<file path="src/rtl/drmp_defines.vh">
// Object indices, field positions, reset values and timing of the drive parameter bank
`ifndef DRMP_DEFINES_VH
`define DRMP_DEFINES_VH

// ==========================================================================
// Object indices
`define DRMP_IDX_SLIP_TIMEOUT 16'h203F
`define DRMP_IDX_PULSE_MULT 16'h2057
`define DRMP_IDX_PULSE_DIV 16'h2058
`define DRMP_IDX_BOOT_POS 16'h205A
`define DRMP_IDX_PULSE_MODE 16'h205B
`define DRMP_IDX_STARTUP_DELAY 16'h2084
`define DRMP_IDX_FB_AVAIL 16'h2101
`define DRMP_IDX_FB_CTRL 16'h2102
`define DRMP_IDX_FB_STATUS 16'h2103

// Subindices of the fieldbus status array
`define DRMP_SUB_COUNT 8'h00
`define DRMP_SUB_MASK 8'h01
`define DRMP_SUB_ENABLED 8'h02
`define DRMP_FB_STATUS_ENTRIES 32'h00000002

// ==========================================================================
// Reset values
`define DRMP_RST_SLIP_TIMEOUT 16'h0064
`define DRMP_RST_PULSE_MULT 32'h00000080
`define DRMP_RST_PULSE_DIV 32'h00000001
`define DRMP_RST_BOOT_POS 32'h00000000
`define DRMP_RST_PULSE_MODE 32'h00000000
`define DRMP_RST_STARTUP_DELAY 32'h00000000
`define DRMP_FB_AVAIL_VALUE 32'h00000008
`define DRMP_RST_FB_CTRL 32'h00000008
`define DRMP_RST_FB_MASK 32'h00000000

// ==========================================================================
// Fieldbus bit positions
`define DRMP_FB_USB_BIT 0
`define DRMP_FB_RS485_BIT 1
`define DRMP_FB_RS232_BIT 2
`define DRMP_FB_CAN_BIT 3
`define DRMP_FB_ETHERNET_INTERFACE_BIT 4
`define DRMP_FB_INDUSTRIAL_ETHERNET_SLAVE_BIT 5
`define DRMP_FB_SPI_BIT 6
`define DRMP_FB_SERIAL_MODBUS_BIT 16
`define DRMP_FB_NETWORK_MODBUS_BIT 17
`define DRMP_FB_ETHERNET_INDUSTRIAL_PROTOCOL_BIT 18
`define DRMP_FB_PHYS_MASK 32'h0000FFFF
`define DRMP_FB_PROTO_MASK 32'hFFFF0000

// Status word bit raised on slippage
`define DRMP_STATUS_SLIP_BIT 13

// Pulse input modes
`define DRMP_MODE_PULSE_DIR 32'h00000000
`define DRMP_MODE_CW_CCW 32'h00000001

// ==========================================================================
// Timing
`define DRMP_MS_TIME_NS 1000000
`define DRMP_CLK_PERIOD_NS 5
`define DRMP_MS_CYCLES (`DRMP_MS_TIME_NS / `DRMP_CLK_PERIOD_NS)

`endif

</file>
<file path="src/rtl/drmp_bank.v">
// Drive parameter bank: slippage monitor, pulse input scaling, boot values, fieldbus masks
//
// Summary of operation
// [RULE_01] Persistent over-limit speed deviation sets status bit 13
// [RULE_02] Slip timeout: 16-bit ms, RW, resets to 100
// [RULE_03] Configured fault reaction also logs error entry
// [RULE_04] Pulse count multiplied by signed multiplier, reset 0x80
// [RULE_05] Pulse count divided by signed divider, reset 1
// [RULE_06] Mode 0 pulse/direction, mode 1 cw/ccw pulses
// [RULE_07] Boot sensor position captured once, read-only
// [RULE_08] Readiness held off for programmable ms delay
// [RULE_09] Availability: low half interfaces, high half protocols
// [RULE_10] Interface bit positions USB through SPI fixed
// [RULE_11] Protocol bits 16 to 18 fixed
// [RULE_12] Availability word read-only, reads 0x8
// [RULE_13] Fieldbus control word writable, resets to 0x8
// [RULE_14] Control word uses availability bit layout
// [RULE_15] Only mask-flagged buses switch; enabled word reported
// [RULE_16] Multiply before divide, wide intermediate, truncate
// [RULE_17] Persistence counter restarts when deviation returns
`timescale 1ns/100ps
`include "drmp_defines.vh"

module drmp_bank #(
	parameter MS_CYCLES = `DRMP_MS_CYCLES,
	parameter [31:0] FB_DISABLE_MASK = `DRMP_RST_FB_MASK
) (
	// Clock, reset, enable
	input wire clk,
	input wire rst,
	input wire ce,
	// Object access port
	input wire [15:0] obj_index,
	input wire [7:0] obj_subindex,
	input wire obj_wr,
	input wire obj_rd,
	input wire [31:0] obj_wdata,
	output reg [31:0] obj_rdata,
	output reg obj_ack,
	output reg obj_abort,
	// Slippage monitor inputs
	input wire [31:0] actual_speed,
	input wire [31:0] commanded_speed,
	input wire [31:0] slip_limit,
	input wire velocity_profile_active,
	input wire [15:0] fault_reaction_select,
	// Slippage results
	output reg drive_status_slip,
	output reg error_history_log,
	// Pulse input pins
	input wire pulse_in_a,
	input wire pulse_in_b,
	output reg [31:0] pulse_count,
	output reg [31:0] scaled_pulse_count,
	output reg pulse_div_zero,
	// Boot sensor and readiness
	input wire [31:0] abs_sensor_position,
	output reg drive_ready,
	// Fieldbus state
	output reg [31:0] fieldbus_enabled
);

	reg [15:0] slippage_timeout;
	reg [31:0] pulse_count_multiplier;
	reg [31:0] pulse_count_divider;
	reg [31:0] boot_sensor_position;
	reg [31:0] pulse_input_mode_select;
	reg [31:0] startup_hold_delay;
	reg [31:0] fieldbus_enable_control;

	reg [31:0] ms_div;
	reg ms_tick;
	reg [16:0] slip_ms;
	reg boot_captured;
	reg [31:0] boot_ms;
	reg [2:0] sync_a;
	reg [2:0] sync_b;
	reg [31:0] next_rdata;
	reg next_abort;
	reg [31:0] deviation;
	reg slip_excess;

	wire a_rise;
	wire b_rise;
	wire scl_busy;
	wire scl_done;
	wire scl_div_zero;
	wire [31:0] scl_result;
	wire obj_req;
	wire [31:0] fb_avail;

	function [31:0] abs32;
		input [31:0] v;
		begin
			abs32 = v[31] ? (~v + 32'h00000001) : v;
		end
	endfunction

	assign obj_req = obj_wr | obj_rd;
	assign fb_avail = `DRMP_FB_AVAIL_VALUE; // [RULE_09] [RULE_10] [RULE_11] [RULE_12]

	// ==========================================================================
	// Millisecond time base
	always @(posedge clk) begin
		if (rst) begin
			ms_div <= 32'h00000000;
			ms_tick <= 1'b0;
		end else if (ce) begin
			if (ms_div == MS_CYCLES - 1) begin
				ms_div <= 32'h00000000;
				ms_tick <= 1'b1;
			end else begin
				ms_div <= ms_div + 32'h00000001;
				ms_tick <= 1'b0;
			end
		end
	end

	// ==========================================================================
	// Slippage monitor
	always @* begin
		deviation = abs32(actual_speed - commanded_speed);
		slip_excess = velocity_profile_active && (deviation > abs32(slip_limit)); // [RULE_01]
	end

	always @(posedge clk) begin
		if (rst) begin
			slip_ms <= 17'h00000;
			drive_status_slip <= 1'b0;
			error_history_log <= 1'b0;
		end else if (ce) begin
			error_history_log <= 1'b0;
			if (!slip_excess) begin
				slip_ms <= 17'h00000; // [RULE_17]
				drive_status_slip <= 1'b0;
			end else begin
				if (ms_tick && (slip_ms <= {1'b0, slippage_timeout}))
					slip_ms <= slip_ms + 17'h00001;
				// Longer than the timeout, not equal to it
				if ((slip_ms > {1'b0, slippage_timeout}) && !drive_status_slip) begin
					drive_status_slip <= 1'b1; // [RULE_01]
					if (fault_reaction_select != 16'h0000)
						error_history_log <= 1'b1; // [RULE_03]
				end
			end
		end
	end

	// ==========================================================================
	// Pulse input synchronisers and counter
	always @(posedge clk) begin
		if (rst) begin
			sync_a <= 3'h0;
			sync_b <= 3'h0;
		end else if (ce) begin
			sync_a <= {sync_a[1:0], pulse_in_a};
			sync_b <= {sync_b[1:0], pulse_in_b};
		end
	end

	assign a_rise = sync_a[1] & ~sync_a[2];
	assign b_rise = sync_b[1] & ~sync_b[2];

	always @(posedge clk) begin
		if (rst) begin
			pulse_count <= 32'h00000000;
		end else if (ce) begin
			if (pulse_input_mode_select == `DRMP_MODE_CW_CCW) begin
				// Separate clockwise and counter-clockwise pulse lines
				if (a_rise && !b_rise)
					pulse_count <= pulse_count + 32'h00000001; // [RULE_06]
				else if (b_rise && !a_rise)
					pulse_count <= pulse_count - 32'h00000001; // [RULE_06]
			end else if (pulse_input_mode_select == `DRMP_MODE_PULSE_DIR) begin
				// Pulse on line a, direction level on line b
				if (a_rise)
					pulse_count <= sync_b[1] ? pulse_count - 32'h00000001 :
						pulse_count + 32'h00000001; // [RULE_06]
			end
		end
	end

	// ==========================================================================
	// Scaling of the accumulated count, restarted whenever idle
	drmp_pulse_scaler u_scaler (
		.clk(clk),
		.rst(rst),
		.ce(ce),
		.start(~scl_busy),
		.count(pulse_count),
		.multiplier(pulse_count_multiplier),
		.divider(pulse_count_divider),
		.busy(scl_busy),
		.done(scl_done),
		.div_zero(scl_div_zero),
		.result(scl_result)
	);

	always @(posedge clk) begin
		if (rst) begin
			scaled_pulse_count <= 32'h00000000;
			pulse_div_zero <= 1'b0;
		end else if (ce && scl_done) begin
			scaled_pulse_count <= scl_result; // [RULE_04] [RULE_05]
			pulse_div_zero <= scl_div_zero;
		end
	end

	// ==========================================================================
	// Boot capture and startup hold-off
	always @(posedge clk) begin
		if (rst) begin
			boot_captured <= 1'b0;
			boot_sensor_position <= `DRMP_RST_BOOT_POS;
			boot_ms <= 32'h00000000;
			drive_ready <= 1'b0;
		end else if (ce) begin
			if (!boot_captured) begin
				boot_captured <= 1'b1;
				boot_sensor_position <= abs_sensor_position; // [RULE_07]
			end
			if (!drive_ready) begin
				if (boot_ms >= startup_hold_delay)
					drive_ready <= 1'b1; // [RULE_08]
				else if (ms_tick)
					boot_ms <= boot_ms + 32'h00000001;
			end
		end
	end

	// ==========================================================================
	// Active fieldbus set
	always @(posedge clk) begin
		if (rst) begin
			fieldbus_enabled <= `DRMP_RST_FB_CTRL;
		end else if (ce) begin
			fieldbus_enabled <= (fieldbus_enable_control & FB_DISABLE_MASK) |
				(`DRMP_RST_FB_CTRL & ~FB_DISABLE_MASK); // [RULE_14] [RULE_15]
		end
	end

	// ==========================================================================
	// Object read decode
	always @* begin
		next_rdata = 32'h00000000;
		next_abort = 1'b0;
		case (obj_index)
		`DRMP_IDX_SLIP_TIMEOUT: next_rdata = {16'h0000, slippage_timeout};
		`DRMP_IDX_PULSE_MULT: next_rdata = pulse_count_multiplier;
		`DRMP_IDX_PULSE_DIV: next_rdata = pulse_count_divider;
		`DRMP_IDX_BOOT_POS: begin
			next_rdata = boot_sensor_position;
			next_abort = obj_wr; // [RULE_07]
		end
		`DRMP_IDX_PULSE_MODE: next_rdata = pulse_input_mode_select;
		`DRMP_IDX_STARTUP_DELAY: next_rdata = startup_hold_delay;
		`DRMP_IDX_FB_AVAIL: begin
			next_rdata = fb_avail;
			next_abort = obj_wr; // [RULE_12]
		end
		`DRMP_IDX_FB_CTRL: next_rdata = fieldbus_enable_control;
		`DRMP_IDX_FB_STATUS: begin
			next_abort = obj_wr;
			case (obj_subindex)
			`DRMP_SUB_COUNT: next_rdata = `DRMP_FB_STATUS_ENTRIES;
			`DRMP_SUB_MASK: next_rdata = FB_DISABLE_MASK;
			`DRMP_SUB_ENABLED: next_rdata = fieldbus_enabled; // [RULE_15]
			default: next_abort = 1'b1;
			endcase
		end
		default: next_abort = 1'b1;
		endcase
	end

	// ==========================================================================
	// Object write and answer
	always @(posedge clk) begin
		if (rst) begin
			slippage_timeout <= `DRMP_RST_SLIP_TIMEOUT; // [RULE_02]
			pulse_count_multiplier <= `DRMP_RST_PULSE_MULT;
			pulse_count_divider <= `DRMP_RST_PULSE_DIV;
			pulse_input_mode_select <= `DRMP_RST_PULSE_MODE;
			startup_hold_delay <= `DRMP_RST_STARTUP_DELAY;
			fieldbus_enable_control <= `DRMP_RST_FB_CTRL; // [RULE_13]
			obj_rdata <= 32'h00000000;
			obj_ack <= 1'b0;
			obj_abort <= 1'b0;
		end else if (ce) begin
			obj_ack <= obj_req;
			obj_abort <= obj_req & next_abort;
			if (obj_rd && !next_abort)
				obj_rdata <= next_rdata;
			if (obj_wr && !next_abort) begin
				case (obj_index)
				`DRMP_IDX_SLIP_TIMEOUT: slippage_timeout <= obj_wdata[15:0]; // [RULE_02]
				`DRMP_IDX_PULSE_MULT: pulse_count_multiplier <= obj_wdata; // [RULE_04]
				`DRMP_IDX_PULSE_DIV: pulse_count_divider <= obj_wdata; // [RULE_05]
				`DRMP_IDX_PULSE_MODE: pulse_input_mode_select <= obj_wdata; // [RULE_06]
				`DRMP_IDX_STARTUP_DELAY: startup_hold_delay <= obj_wdata; // [RULE_08]
				`DRMP_IDX_FB_CTRL: fieldbus_enable_control <= obj_wdata; // [RULE_13]
				default: ;
				endcase
			end
		end
	end

endmodule // drmp_bank

</file>
<file path="src/rtl/drmp_pulse_scaler.v">
// Signed pulse count scaler: multiply first, then divide with truncation toward zero
`timescale 1ns/100ps
`include "drmp_defines.vh"

module drmp_pulse_scaler (
	// Clock and reset
	input wire clk,
	input wire rst,
	input wire ce,
	// Operation
	input wire start,
	input wire [31:0] count,
	input wire [31:0] multiplier,
	input wire [31:0] divider,
	output reg busy,
	output reg done,
	output reg div_zero,
	output reg [31:0] result
);

	localparam ST_IDLE = 2'b00;
	localparam ST_DIV = 2'b01;
	localparam ST_FIN = 2'b10;

	reg [1:0] state;
	reg [63:0] quo;
	reg [32:0] rem;
	reg [31:0] dmag;
	reg [6:0] step;
	reg neg;
	wire [63:0] product;
	wire [32:0] trial;

	function [63:0] mag64;
		input [63:0] v;
		begin
			mag64 = v[63] ? (~v + 64'h0000000000000001) : v;
		end
	endfunction

	// Full 64-bit product, no overflow for 32-bit operands
	assign product = $signed(count) * $signed(multiplier); // [RULE_16]
	assign trial = {rem[31:0], quo[63]} - {1'b0, dmag};

	// ==========================================================================
	// Restoring divider on magnitudes
	always @(posedge clk) begin
		if (rst) begin
			state <= ST_IDLE;
			quo <= 64'h0000000000000000;
			rem <= 33'h000000000;
			dmag <= 32'h00000000;
			step <= 7'h00;
			neg <= 1'b0;
			busy <= 1'b0;
			done <= 1'b0;
			div_zero <= 1'b0;
			result <= 32'h00000000;
		end else if (ce) begin
			done <= 1'b0;
			case (state)
			ST_IDLE: begin
				if (start) begin
					if (divider == 32'h00000000) begin
						div_zero <= 1'b1;
						result <= 32'h00000000;
						done <= 1'b1;
					end else begin
						div_zero <= 1'b0;
						neg <= product[63] ^ divider[31];
						quo <= mag64(product); // [RULE_04]
						dmag <= divider[31] ? (~divider + 32'h00000001) : divider; // [RULE_05]
						rem <= 33'h000000000;
						step <= 7'h00;
						busy <= 1'b1;
						state <= ST_DIV;
					end
				end
			end
			ST_DIV: begin
				if (!trial[32]) begin
					rem <= trial;
					quo <= {quo[62:0], 1'b1};
				end else begin
					rem <= {rem[31:0], quo[63]};
					quo <= {quo[62:0], 1'b0};
				end
				step <= step + 7'h01;
				if (step == 7'h3F)
					state <= ST_FIN;
			end
			ST_FIN: begin
				// Truncation toward zero: sign applied to the magnitude quotient
				result <= neg ? (~quo[31:0] + 32'h00000001) : quo[31:0]; // [RULE_05] [RULE_16]
				done <= 1'b1;
				busy <= 1'b0;
				state <= ST_IDLE;
			end
			default: begin
				state <= ST_IDLE;
				busy <= 1'b0;
			end
			endcase
		end
	end

endmodule // drmp_pulse_scaler

</file>
<file path="config.mk">
export PLATFORM = sky130hd
export DESIGN_NAME = drmp_bank
export DESIGN_NICKNAME = d
export VERILOG_FILES = /design/src/rtl/drmp_bank.v /design/src/rtl/drmp_pulse_scaler.v
export VERILOG_INCLUDE_DIRS = /design/src /design/src/rtl
export SDC_FILE = /design/constraint.sdc
export NUM_CORES = 2
export LEC_CHECK = 0
export BUFFER_PORTS_ARGS = -buffer_cell sky130_fd_sc_hd__buf_4
export CAP_MARGIN = 25
export CORE_ASPECT_RATIO = 1.4
export CORE_UTILIZATION = 60
export CTS_CLUSTER_DIAMETER = 40
export CTS_CLUSTER_SIZE = 12
export DETAILED_ROUTE_END_ITERATION = 7
export HOLD_SLACK_MARGIN = 0.02
export PLACE_DENSITY = 0.78
export SLEW_MARGIN = 20
export SYNTH_ARGS = -nofsm -noshare
export SYNTH_HDL_FRONTEND = slang
export SYNTH_SLANG_ARGS = --single-unit
</file>
<file path="constraint.sdc">
create_clock -name clk -period 10.1 [get_ports clk]
set_input_delay 0.505 -clock clk [delete_from_list [all_inputs] [get_ports clk]]
set_output_delay 0.505 -clock clk [all_outputs]
set_load 0.01 [all_outputs]
</file>
[After elaboration in Yosys (flattened, before gate mapping)]
Cells that the tools add are included.
Operators by class
  multiplexer cells: 50
  reductions and logical operators: 42
  order comparisons: 4
  equality and inequality tests: 23
  bitwise logic cells: 18
  multiply operators: 1
  add/subtract/negate cells: 13
Operator list (count)
  2-to-1 mux 32 bit: 16
  case mux 32 bit (9 select lines): 1
  adder 32 x 1 -> 32 bit (second input constant): 7
  2-to-1 mux 64 bit: 3
  == test 16 x 14 -> 1 bit (second input constant): 9
  inverter 32 bit: 4
  case mux 32 bit (2 select lines): 2
  case mux 64 bit (2 select lines): 1
  adder 64 x 1 -> 64 bit (second input constant): 1
  zero test 32 bit: 2
  multiplier 32 x 32 -> 64 bit: 1
  inverter 64 bit: 1
  2-to-1 mux 17 bit: 2
  subtractor 33 x 32 -> 33 bit: 1
  == test 32 x 1 -> 1 bit (second input constant): 1
  == test 32 x 18 -> 1 bit (second input constant): 1
  >= comparator 32 bit: 1
  > comparator 32 bit: 1
  subtractor 32 x 1 -> 32 bit (second input constant): 1
  subtractor 32 bit: 1
  AND reduction 4 bit: 6
  AND reduction 3 bit: 7
  adder 17 x 1 -> 17 bit (second input constant): 1
  > comparator 17 x 16 -> 1 bit: 1
  other kinds (32): 79
Storage, ports and cells
  register bits: 572
  bits of input ports: 208
  logic and storage cells: 184
  output and inout port bits: 134

[Logic depth before layout (Yosys ltp)]
  word-level depth: 8
  depth in mapped cells: 34
  gate-level depth less buffers: 31

[By module]
Synthesis repeated with hierarchy kept, for this count alone.
Unflattened totals
  cells, all modules: 8257
  area, all modules: 70139.8 µm²
Modules (own cells, without submodules)
  drmp_pulse_scaler: sequential area each 3463.3 µm², cells an instance 5343, times used 1, area each 47724.5 µm²
  drmp_bank: sequential area each 7987.7 µm², cells an instance 2914, times used 1, area each 22415.2 µm²

[Least setup slack after synthesis]
Ideal clock, no wire load.
  path kind: register to register
  start: register pulse_count_multiplier[2]
  end: register u_scaler.quo[48]
  clock period less this slack: 8873 ps
  arrival: 8741 ps
  cell stages (with the launch flop): 33
  buffers on the path: 4
  setup time: 132 ps
  slack: 1227 ps
  required time: 9968 ps
  cell sequence: dfxtp_1 clkbuf_1 clkbuf_1 nand2_1 inv_1 fa_1 fa_1 fa_1 inv_1 fa_1 inv_1 fa_1 fa_1 inv_1 fa_1 inv_1 fa_1 ha_1 clkbuf_1 a21oi_1 o21ai_0 a21o_1 a21oi_1 o21ai_0 a211o_1 a41oi_1 a21oi_2 xnor2_1 clkbuf_1 o41ai_1 xnor2_1 o221ai_1 a21oi_1
Between the ends
  word-level cells in the longest chain between the ends: 7
RTL lines
  start: declaration: RTL line drmp_bank.v:64  | reg [31:0] pulse_count_multiplier;
  start signal: assignment: RTL line drmp_bank.v:280  | pulse_count_multiplier <= `DRMP_RST_PULSE_MULT;
  start signal: assignment: RTL line drmp_bank.v:296  | `DRMP_IDX_PULSE_MULT: pulse_count_multiplier <= obj_wdata;
  multiplier 32 x 32 -> 64 bit (*): RTL line drmp_pulse_scaler.v:42  | assign product = $signed(count) * $signed(multiplier);
  inverter 64 bit: RTL line drmp_pulse_scaler.v:37  | mag64 = v[63] ? (~v + 64'h0000000000000001) : v;
  adder 64 x 1 -> 64 bit: RTL line drmp_pulse_scaler.v:37
  2-to-1 mux 64 bit (*): RTL line drmp_pulse_scaler.v:37
  2-to-1 mux 64 bit (*): RTL line drmp_pulse_scaler.v:64  | if (divider == 32'h00000000) begin
  2-to-1 mux 64 bit (*): RTL line drmp_pulse_scaler.v:63  | if (start) begin
  case mux 64 bit (2 select lines) (*): RTL line drmp_pulse_scaler.v:61  | case (state)
  end signal: assignment: RTL line drmp_pulse_scaler.v:71  | quo <= mag64(product);
  end signal: assignment: RTL line drmp_pulse_scaler.v:83  | quo <= {quo[62:0], 1'b1};
  end signal: assignment: RTL line drmp_pulse_scaler.v:86  | quo <= {quo[62:0], 1'b0};
  end: declaration: RTL line drmp_pulse_scaler.v:26  | reg [63:0] quo;
Every way passes the cells marked *; elsewhere a longest branch is shown, timed or not. The select of a mux whose other input is x is not followed.
A chain may end at the register's enable or synchronous reset.

[Final worst setup path]
  start: register pulse_count[12]
  end: register u_scaler.quo[61]
Between the ends
  word-level cells in the longest chain between the ends: 7
RTL lines
  start: declaration: RTL line drmp_bank.v:53  | output reg [31:0] pulse_count,
  start signal: assignment: RTL line drmp_bank.v:171  | pulse_count <= pulse_count + 32'h00000001;
  start signal: assignment: RTL line drmp_bank.v:173  | pulse_count <= pulse_count - 32'h00000001;
  start signal: assignment: RTL line drmp_bank.v:177  | pulse_count <= sync_b[1] ? pulse_count - 32'h00000001 :
  multiplier 32 x 32 -> 64 bit (*): RTL line drmp_pulse_scaler.v:42
  inverter 64 bit: RTL line drmp_pulse_scaler.v:37
  adder 64 x 1 -> 64 bit: RTL line drmp_pulse_scaler.v:37
  2-to-1 mux 64 bit (*): RTL line drmp_pulse_scaler.v:37
  2-to-1 mux 64 bit (*): RTL line drmp_pulse_scaler.v:64
  2-to-1 mux 64 bit (*): RTL line drmp_pulse_scaler.v:63
  case mux 64 bit (2 select lines) (*): RTL line drmp_pulse_scaler.v:61
Marked as above.

==> impl_metrics.ini <==
[status]
status = finished, violations left
violations = design-rule violations

[synth]
synthAdderAreaFrac_pct = 36.9
synth-async-reset-ratio_pct = 0
synth_enable_flop_cells = 0
synth_compound_area_share_pct = 13.0
synth_seq_area_share_pct = 16.3
yosysWarnings = 0
yosys_register_bits = 572
synth_xor_area_share_pct = 4.43
synth_flop_cell = dfxtp_1
synth_top_family_by_area = adder cells
synthSimpleGateAreaFrac_pct = 19.4
syn_area_um2 = 70300
netlist_instances = 8342
synth.mux.area_fraction_pct = 1.01
ys_types = 109
syn_area_per_cell_um2 = 8.43

[setup_path]
crit_top_cell = fa_1
cp_slowest_stage_delay_ns = 0.97
worst_setup_path_end_kind = flip-flop
critPathMaxFanout = 25
worstSetupPathType = reg2reg
worstPathArrival_ns = 10.31
cp-start-kind = flip-flop
worst_path_max_delay_cell = dfxtp_1
required_ns = 10.69

[timing]
skew_ns = 0.0432
max_slew.worst_pin.slew_ns = 1.17
finalCritPeriodShare_pct = 96.2
setup_tns_ns = 0
rsz0062_at_grt = no
setup_viol = 0
max_slew_margin_pct = 22.3
finalHoldViolCount = 0
max_freq_ghz = 0.103
fin_crit_ns = 9.72
timing.final.ws_setup_ns = 0.379
maxSlewViolCount = 0

[cells_and_area]
regMostFlops = u_scaler.quo
seq_area_um2 = 11500
nets = 10055
postLayoutCellArea_um2 = 76800
areaGrowthSynthToFinish_pct = 9.20
multi_input_area_um2 = 52800
final_layout_size_suffix_gt1_share_pct = 8.82
fillers = 9496
largest_reg_flops = 64

[pwr]
p_per_area_nw_per_um2 = 77.4
leakage_nw = 34.9
total_power_mw = 5.95
vdd_drop_max_mv = 0.151

[clock_network]
clock_path_buffers = 3
cts_hold_buf = 0
post-cts-setup-buffer-count = 0
cts_tree = built
clkSlewWorstSetupHoldPaths_ns = 0.06
cts_made_buffers = 75
numClockSinks = 572
htree_levels = 3
cts.repair.resized = 0
root_buffer = clkbuf_16
clk_latency_ns = 0.71

[global_route]
grt_pass1_vias = 63151
antenna_found_initial = 6
grt_pass1_wl_mm = 340
track_usage_pct = 36.5
grt-ovfl-total = 0
grt_max_degree = 228

[die]
start_util_pct = 60.5
die-area_um2 = 119000
core_um2 = 116000
die_y_um = 407
io_pins = 342
rows = 148
die_x_um = 291

[routing]
vias = 60597
wl_per_cell_um = 21.5
drtPass1Iterations = 8
drt_iter0_drc = 4909
postRouteAntennaNets = 0
drt-vias-per-instance = 6.08
drc_errors = 2
finalWirelength_mm = 214

[place]
place_ws_ns = 0.523
place.gp.congestion = 1.02
dp_hpwl_mm = 170
place_area_um2 = 74200
numPortBuffers = 309

[min_path]
hold_class = in2reg

[flow_run]
drv_cap = 0
## logic make-up (layout without fill, tap and decap cells)
| group | after synthesis | in the layout |
|---|---|---|
| AO/OA/AOI/OAI | 1434 | 1434 |
| XOR/XNOR | 355 | 355 |
| adder cells (fa/ha/maj) | 1422 | 1422 |
| buffers and inverters | 1643 | 1739 |
| flip-flops | 572 | 572 |
| multiplexers | 69 | 69 |
| other | 2 | 33 |
| AND/OR/NAND/NOR | 2845 | 2845 |
## critical path: cells and delay by family, from the launching register on
kind	cells	cell delay, ns
compound gates	6	1.81
flops	1	0.97
buf+inv	6	0.88
simple gates	7	1.64
xor+xnor	1	0.17
fa+ha+maj	9	4.16
## per-stage QoR
step           utilization, %  hold slack [ns]  instances
4_1_cts                  66.0           0.0235       9962
3_5_place_dp             63.8            0.440       9842
6_report                 66.0           0.0452       9969
3_3_place_gp             63.8            0.434       9837
5_1_grt                  66.0           0.0405       9969
2_1_floorplan               -            0.416       8372
## placed cells by master, fill, tap and decap left out, drive strengths merged, types with 242 or more instances in the layout
cell type	Yosys	layout
inv	1105	1118
o21ai	242	242
and2	528	528
a21oi	550	550
nand2	1301	1301
nor2	412	412
ha	338	338
fa	1084	1084
dfxtp	572	572
buf	78	510
## cell type report
| type | count | area share [%] |
|---|---|---|
| diodes | 1 | 0.00326 |
| inverters | 1107 | 5.41 |
| well taps | 1500 | 2.44 |
| flip-flops and latches | 572 | 14.9 |
| repair buffers | 512 | 5.23 |
| clock buffers | 84 | 2.54 |
| multi-input cells | 6157 | 68.7 |
| clock inverters | 36 | 0.718 |
## path summary, 6_finish.rpt
check,startpoint,to,slack [ns],cells after the start
hold reg to reg,u_scaler.result[12],scaled_pulse_count[12],0.45,2
hold / removal,abs_sensor_position[18],boot_sensor_position[18],0.05,3
setup reg to reg,pulse_count[12],u_scaler.quo[61],0.38,29
setup / recovery,pulse_count[12],u_scaler.quo[61],0.38,29
## cell usage after synthesis, drive strengths merged (27+ instances only)
master,instances,area [µm²]
o31ai,56,420
fa,1084,21700
nand2b,50,313
or3,74,468
ha,338,4230
inv,1105,4150
or4,46,345
nand4,69,447
a21o,82,616
mux2i,51,510
xnor2,209,1840
nand3,92,460
o21a,42,315
o211ai,27,213
nor3,63,337
o21ai,242,1220
nand2,1301,4890
xor2,146,1280
a21oi,550,2780
nor2,412,1550
clkbuf,458,1720
a211oi,55,418
buf,78,454
or2,27,169
a31oi,58,363
o41ai,27,285
and3,36,235
a22oi,84,641
o221ai,54,479
nor2b,35,221
dfxtp,572,11500
and2,528,3300
nor4,56,378
## power breakdown
part	internal (mW)	switching, mW
Sequential	2.29	0.0350
Clock	1.57	1.16
Combinational	0.360	0.528
## layer usage
layer	up-vias	track usage, %	routed length, µm
li1	26975	-	-
met1	29940	40.5	74300
met2	2780	63.3	107000
met3	898	6.68	16100
met4	4	25.2	17100
met5	-	0	27
No activity file was read; power rests on OpenSTA's default activity.
